## config.mk

```make
export PLATFORM = sky130hd
export DESIGN_NAME = ptc_pump_ctrl
export DESIGN_NICKNAME = d
export VERILOG_FILES = /design/src/ptc_pump_ctrl.v /design/src/ptc_freq_meter.v
export VERILOG_INCLUDE_DIRS = /design/src /design/src/src
export SDC_FILE = /design/constraint.sdc
export NUM_CORES = 1
export LEC_CHECK = 0
export ABC_AREA = 1
export BUFFER_PORTS_ARGS = -buffer_cell sky130_fd_sc_hd__buf_2
export CAP_MARGIN = 20
export CORE_MARGIN = 2
export CORE_UTILIZATION = 35
export CTS_BUF_LIST = sky130_fd_sc_hd__clkbuf_8
export CTS_CLUSTER_SIZE = 20
export DETAILED_ROUTE_END_ITERATION = 7
export GPL_TIMING_DRIVEN = 0
export PLACE_DENSITY_LB_ADDON = 0.1
export REMOVE_ABC_BUFFERS = 1
export SETUP_SLACK_MARGIN = 0.3
export SLEW_MARGIN = 40
export SYNTH_ARGS = -nofsm -noshare
export SYNTH_HDL_FRONTEND = slang
export SYNTH_SLANG_ARGS = --single-unit
export TNS_END_PERCENT = 20
```

## constraint.sdc

```tcl
create_clock -name clk_sys_i -period 6.3 [get_ports clk_sys_i]
set_input_delay 0.315 -clock clk_sys_i [delete_from_list [all_inputs] [get_ports clk_sys_i]]
set_output_delay 0.315 -clock clk_sys_i [all_outputs]
set_load 0.03 [all_outputs]
```

## src/ptc_map.vh

```
// ptc_map.vh: constants for the pump turn-on controller
// assumes a 250 MHz system clock; frequency measured over a 1 s gate
`ifndef PTC_MAP_VH
`define PTC_MAP_VH
`define PTC_CLK_HZ        250000000
`define PTC_MIN_FREQ_HZ   3500
`define PTC_DELAY_S       60
`define PTC_GATE_CYCLES   (`PTC_CLK_HZ)
// 60 s at 250 MHz needs more than 32 bits, so the count is a sized literal
`define PTC_DELAY_CYCLES  40'd15000000000
`define PTC_CMD_PUMP_ON   8'h50
`define PTC_CMD_PUMP_OFF  8'h51
`endif

```

## src/ptc_pump_ctrl.v

```verilog
// ptc_pump_ctrl.v: pump turn-on controller, automatic and manual modes
// assumes power-up drives sys_rst_i; modem bytes arrive already deframed
// Operation
// - auto mode: pump on only when frequency above minimum and delay elapsed.
// - minimum frequency is a fixed constant, about 3500 Hz, above air.
// - a 60 second delay precedes automatic pump turn-on.
// - only the primary conductivity channel feeds the automatic decision.
// - manual mode: host on/off commands over modem channel switch pump.
// - manual mode never starts the pump automatically.
// - pump commands never block sampler traffic sharing the modem channel.
`timescale 1ns/1ps
`default_nettype none
`include "ptc_map.vh"
module ptc_pump_ctrl #(
  parameter MIN_FREQ_HZ  = `PTC_MIN_FREQ_HZ,
  parameter GATE_CYCLES  = `PTC_GATE_CYCLES,
  parameter DELAY_CYCLES = `PTC_DELAY_CYCLES
) (
  input  wire       clk_sys_i,
  input  wire       sys_rst_i,
  input  wire       cond_pri_i,
  input  wire       cond_sec_i,
  input  wire       manual_fit_i,
  input  wire [7:0] modem_byte_i,
  input  wire       modem_valid_i,
  output reg  [7:0] sampler_byte_o,
  output reg        sampler_valid_o,
  output reg        pump_on_o,
  output reg        delay_done_o
);
  localparam ST_WAIT = 2'h0;
  localparam ST_ARM  = 2'h1;
  localparam ST_RUN  = 2'h2;
  localparam ST_MAN  = 2'h3;

  wire [31:0] freq;
  wire        freq_valid;
  reg  [1:0]  state_reg;
  reg  [39:0] delay_reg;
  reg         fit_reg;
  wire        above = freq_valid && (freq > MIN_FREQ_HZ);

  function is_pump_cmd;
    input [7:0] b;
    begin
      is_pump_cmd = (b == `PTC_CMD_PUMP_ON) || (b == `PTC_CMD_PUMP_OFF);
    end
  endfunction

  // secondary channel deliberately unused
  ptc_freq_meter #(
    .GATE_CYCLES(GATE_CYCLES),
    .CW         (32)
  ) u_meter (
    .clk_sys_i(clk_sys_i),
    .sys_rst_i(sys_rst_i),
    .sig_i    (cond_pri_i),
    .freq_o   (freq),
    .valid_o  (freq_valid)
  );

  always @(posedge clk_sys_i or posedge sys_rst_i) begin
    if (sys_rst_i) begin
      state_reg       <= ST_WAIT;
      delay_reg       <= 40'h0;
      fit_reg         <= 1'b0;
      pump_on_o       <= 1'b0;
      delay_done_o    <= 1'b0;
      sampler_byte_o  <= 8'h00;
      sampler_valid_o <= 1'b0;
    end else begin
      // all non-pump bytes pass through with one cycle latency
      sampler_valid_o <= modem_valid_i && !is_pump_cmd(modem_byte_i);
      sampler_byte_o  <= modem_byte_i;
      fit_reg         <= manual_fit_i;
      case (state_reg)
        ST_WAIT: begin
          if (fit_reg)
            state_reg <= ST_MAN;
          else if (above)
            state_reg <= ST_ARM;
        end
        ST_ARM: begin
          // timer counts from entry to ST_ARM, so starts only once submerged
          if (delay_reg == DELAY_CYCLES - 1) begin
            delay_done_o <= 1'b1;
            if (above) begin
              pump_on_o <= 1'b1;
              state_reg <= ST_RUN;
            end
          end else begin
            delay_reg <= delay_reg + 40'h1;
          end
        end
        ST_RUN: begin
          pump_on_o <= 1'b1;
        end
        ST_MAN: begin
          if (modem_valid_i && modem_byte_i == `PTC_CMD_PUMP_ON)
            pump_on_o <= 1'b1;
          else if (modem_valid_i && modem_byte_i == `PTC_CMD_PUMP_OFF)
            pump_on_o <= 1'b0;
        end
        default: state_reg <= ST_WAIT;
      endcase
    end
  end
endmodule // ptc_pump_ctrl
`default_nettype wire

```

## src/ptc_freq_meter.v

```verilog
// ptc_freq_meter.v: counts rising edges of a synchronised pin over a gate
// assumes sig_i is asynchronous; result updates once per gate
`timescale 1ns/1ps
`default_nettype none
module ptc_freq_meter #(
  parameter GATE_CYCLES = 250000000,
  parameter CW          = 32
) (
  input  wire          clk_sys_i,
  input  wire          sys_rst_i,
  input  wire          sig_i,
  output reg  [CW-1:0] freq_o,
  output reg           valid_o
);
  reg  [2:0]    sync_reg;
  reg           level_reg;
  reg  [CW-1:0] gate_reg;
  reg  [CW-1:0] edge_reg;
  wire          agree = (sync_reg[1] == sync_reg[2]);
  wire          rise  = agree && sync_reg[2] && !level_reg;

  always @(posedge clk_sys_i or posedge sys_rst_i) begin
    if (sys_rst_i) begin
      sync_reg  <= 3'h0;
      level_reg <= 1'b0;
      gate_reg  <= {CW{1'b0}};
      edge_reg  <= {CW{1'b0}};
      freq_o    <= {CW{1'b0}};
      valid_o   <= 1'b0;
    end else begin
      sync_reg <= {sync_reg[1:0], sig_i};
      if (agree)
        level_reg <= sync_reg[2];
      if (gate_reg == GATE_CYCLES - 1) begin
        gate_reg <= {CW{1'b0}};
        freq_o   <= edge_reg + {{(CW-1){1'b0}}, rise};
        edge_reg <= {CW{1'b0}};
        valid_o  <= 1'b1;
      end else begin
        gate_reg <= gate_reg + {{(CW-1){1'b0}}, 1'b1};
        edge_reg <= edge_reg + {{(CW-1){1'b0}}, rise};
      end
    end
  end
endmodule // ptc_freq_meter
`default_nettype wire

```

==> results.toml <==
[yosys]
synth_top_family_by_area = "simple AND/OR/NAND/NOR gates"
async_flop_share_pct = 100
synth.avg_cell_area_um2 = 7.53
synth-edff-count = 0
syn_inst = 1124
synthSimpleGateAreaFrac_pct = 35.7
yosysUniqueCellTypes = 35
synth_area_leaders = "dfrtp_1 (46%), nand2_1 (15%), nor2_1 (7.0%)"
synthFlopType = "dfrtp_1"
seq_area_frac_synth_pct = 45.8
synth_area_um2 = 8460
ys_ff_latch = 155
ys_warn_count = 0
synth_top_cell_by_area = "dfrtp_1"
synth.top_cells.by_count = "nand2_1 (343), nor2_1 (157), dfrtp_1 (155)"
synth_mux_area_share_pct = 0.133
synth_top_area_share_pct = 45.8
synth_compound_area_share_pct = 3.59
synthAdderAreaFrac_pct = 0.739
synth_xor_area_share_pct = 6.94
synth_most_common_cell = "nand2_1"

[global_route]
grt_max_degree = 75
antenna_found_initial = 0
overflow = 0
first_global_vias = 6800
grt_pass1_wl_um = 34900
gr-usage-all-layers_pct = 17.0

[critical_path]
crit_type = "flop to flop"
cp_top_family = "simple AND/OR/NAND/NOR gates"
worstSetupStartpointType = "flop"
path_buf_inv = 2
cp_data_required_time_ns = 6.65
crit_start = "delay_reg[0]$_DFFE_PP0P_"
crit_top_cell = "nand2_2"
critPathMaxFanout = 53
crit_chain = "ha_1 > inv_2 > nor2_4 > nand2_2 > nor2_1 > nand3_1 > nand2_2 > clkinv_2 > o21ai_0"
cpMaxStageDelayCell = "clkinv_2"
end_kind = "flop"
r2r-start = "delay_reg[0]$_DFFE_PP0P_"
critical-path-max-stage-delay_ns = 0.76
reg2reg_slack_ns = 2.99
arrival_ns = 3.66

[cts]
clockBufferDepth = 2
htree_levels = 4
clk_latency_ns = 0.46
clk_pin_slew_ns = 0.10
cts_sinks = 155
cts_buffers = 17
cts_tree = "done"
clockRootBuffer = "clkbuf_8"

[die]
ios = 25
std_cell_rows = 56
die_x_um = 159
die_h_um = 159
dieArea_um2 = 25400
start_util_pct = 35.8
core-area_um2 = 23600

[power]
max-vdd-ir-drop_uv = 104
p_leak_nw = 4.29
comb_power_share_pct = 8.2
p_sw_mw = 0.600
p_int_mw = 1.41
p_sw_share_pct = 29.9
pwr-share-clk_pct = 38.0
pwr-share-seq_pct = 53.7
p_per_area_nw_per_um2 = 212

[route]
firstDrtPassIters = 7
vias = 7046
viasPerCell = 4.72
antenna_left = 0
totalWireLength_um = 20700
wl_per_cell_um = 13.9
dr.first_iter.drc_count = 422
drc = 0

[cells_and_area]
drive_gt1_share_pct = 8.10
fin_util_pct = 40.1
regArea_um2 = 3880
num-fill-cells = 2492
nets = 1179
multi_input_area_um2 = 3990
syn2layout_area_growth_pct = 11.9
layout.cells.non_filler = 1492
largest_reg_flops = 40
antenna_cells = 0

[sta]
relSlewSlack_pct = 51.7
hold_viol = 0
rsz0062_at_grt = "no"
worst_slack_ns = 2.99
layout_min_cycle_time_ns = 3.31
drv_slew = 0
max_freq_mhz = 302
fin_crit_sh_pct = 52.5
skew_ns = 0.0175
worstMarginPinSlew_ns = 0.724
setup_viol = 0

[placed_design]
place_ws_ns = 3.25
place_congestion = 0.908
port_buffers = 23
dp_cells = 1449
dpl.hpwl_um = 15300

[hold_path]
min_path_type = "primary input to flop"
hp-start = "modem_valid_i"

[run]
maxCapViolations = 0

[status]
status = "completed"
==> layout by cell type, fill, tap and decap left out, types with 3 or more instances in the layout <==
master         count
a21oi_1           11
buf_16             4
buf_2             23
clkbuf_8          18
dfrtp_1          155
dlygate4sd3_1     11
ha_1               5
inv_1            116
inv_2              4
inv_6              6
inv_8              5
nand2_1          343
nand2_2            8
nand3_1           51
nand3b_1          13
nand4_1           37
nor2_1           157
nor2_2             8
nor2_4             6
nor3_1            48
nor3_2             3
nor3b_1            3
nor4_1             7
o21ai_0           22
o21ai_1           23
xnor2_1           13
xor2_1            54
==> layout make-up <==
| cell class | instances | share of cell area [%] |
|---|---|---|
| clock buffer | 18 | 2.62 |
| clock inverter | 14 | 1.56 |
| inverter | 123 | 4.98 |
| multi-input combinational | 825 | 42.1 |
| sequential | 155 | 41.0 |
| tap | 319 | 4.22 |
| timing repair buffer | 38 | 3.54 |
==> path summary, 6_finish.rpt <==
path	end	cells past startpoint
setup / recovery	delay_reg[19]$_DFFE_PP0P_	9
hold / removal	sampler_valid_o$_DFF_PP0_	3
setup reg to reg	delay_reg[19]$_DFFE_PP0P_	9
hold reg to reg	u_meter.sync_reg[1]$_DFF_PP0_	0
max in group asynchronous	delay_reg[36]$_DFFE_PP0P_	4
min in group asynchronous	u_meter.gate_reg[29]$_DFF_PP0_	3
==> cells by family (layout without fill, tap and decap cells) <==
| family | after synthesis | in the layout |
|---|---|---|
| buf+inv | 144 | 193 |
| fa+ha+maj | 5 | 5 |
| mux | 1 | 1 |
| simple gates | 693 | 693 |
| compound gates | 59 | 59 |
| xor+xnor | 67 | 67 |
| flops | 155 | 155 |
==> power by group through the flow <==
stage | sequential [mW] | clock [mW] | combinational, mW
6_report | 1.08 | 0.763 | 0.165
5_1_grt | 1.09 | 0.842 | 0.190
4_1_cts | 1.08 | 0.793 | 0.169
3_5_place_dp | 1.10 | 0 | 0.162
3_3_place_gp | 1.10 | 0 | 0.156
2_1_floorplan | 1.10 | 0 | 0.106
==> metrics by stage <==
| stage | instance area (um^2) | hold WS [ns] | total power, mW | setup TNS, ns |
|---|---|---|---|---|
| after global routing | 9470 | 0.0315 | 2.12 | 0 |
| after CTS | 9470 | 0.0397 | 2.04 | 0 |
| after floorplan | 8320 | 0.331 | 1.21 | 0 |
| after detailed placement | 8960 | 0.330 | 1.26 | 0 |
| after global placement | 8840 | 0.335 | 1.26 | -52.94 |
| final | 9470 | 0.0706 | 2.01 | 0 |
==> worst min-delay path, cell delays in order <==
cell,delay [ns]
buf_2,0.10
inv_1,0.04
nor2_1,0.03
==> repair_timing <==
action,4_1_cts,5_1_grt
buffers inserted,0,0
setup endpoints to repair,0,0
hold endpoints to repair,49,0
hold buffers,11,0
gates resized for setup,0,0
==> per-layer routing <==
layer,global-route usage (%),share of wire [%]
met1,24.5,52
met2,26.6,44
met3,2.60,3.7
met4,4.63,0.78
met5,0,0
No activity file was read; power rests on OpenSTA's default activity.
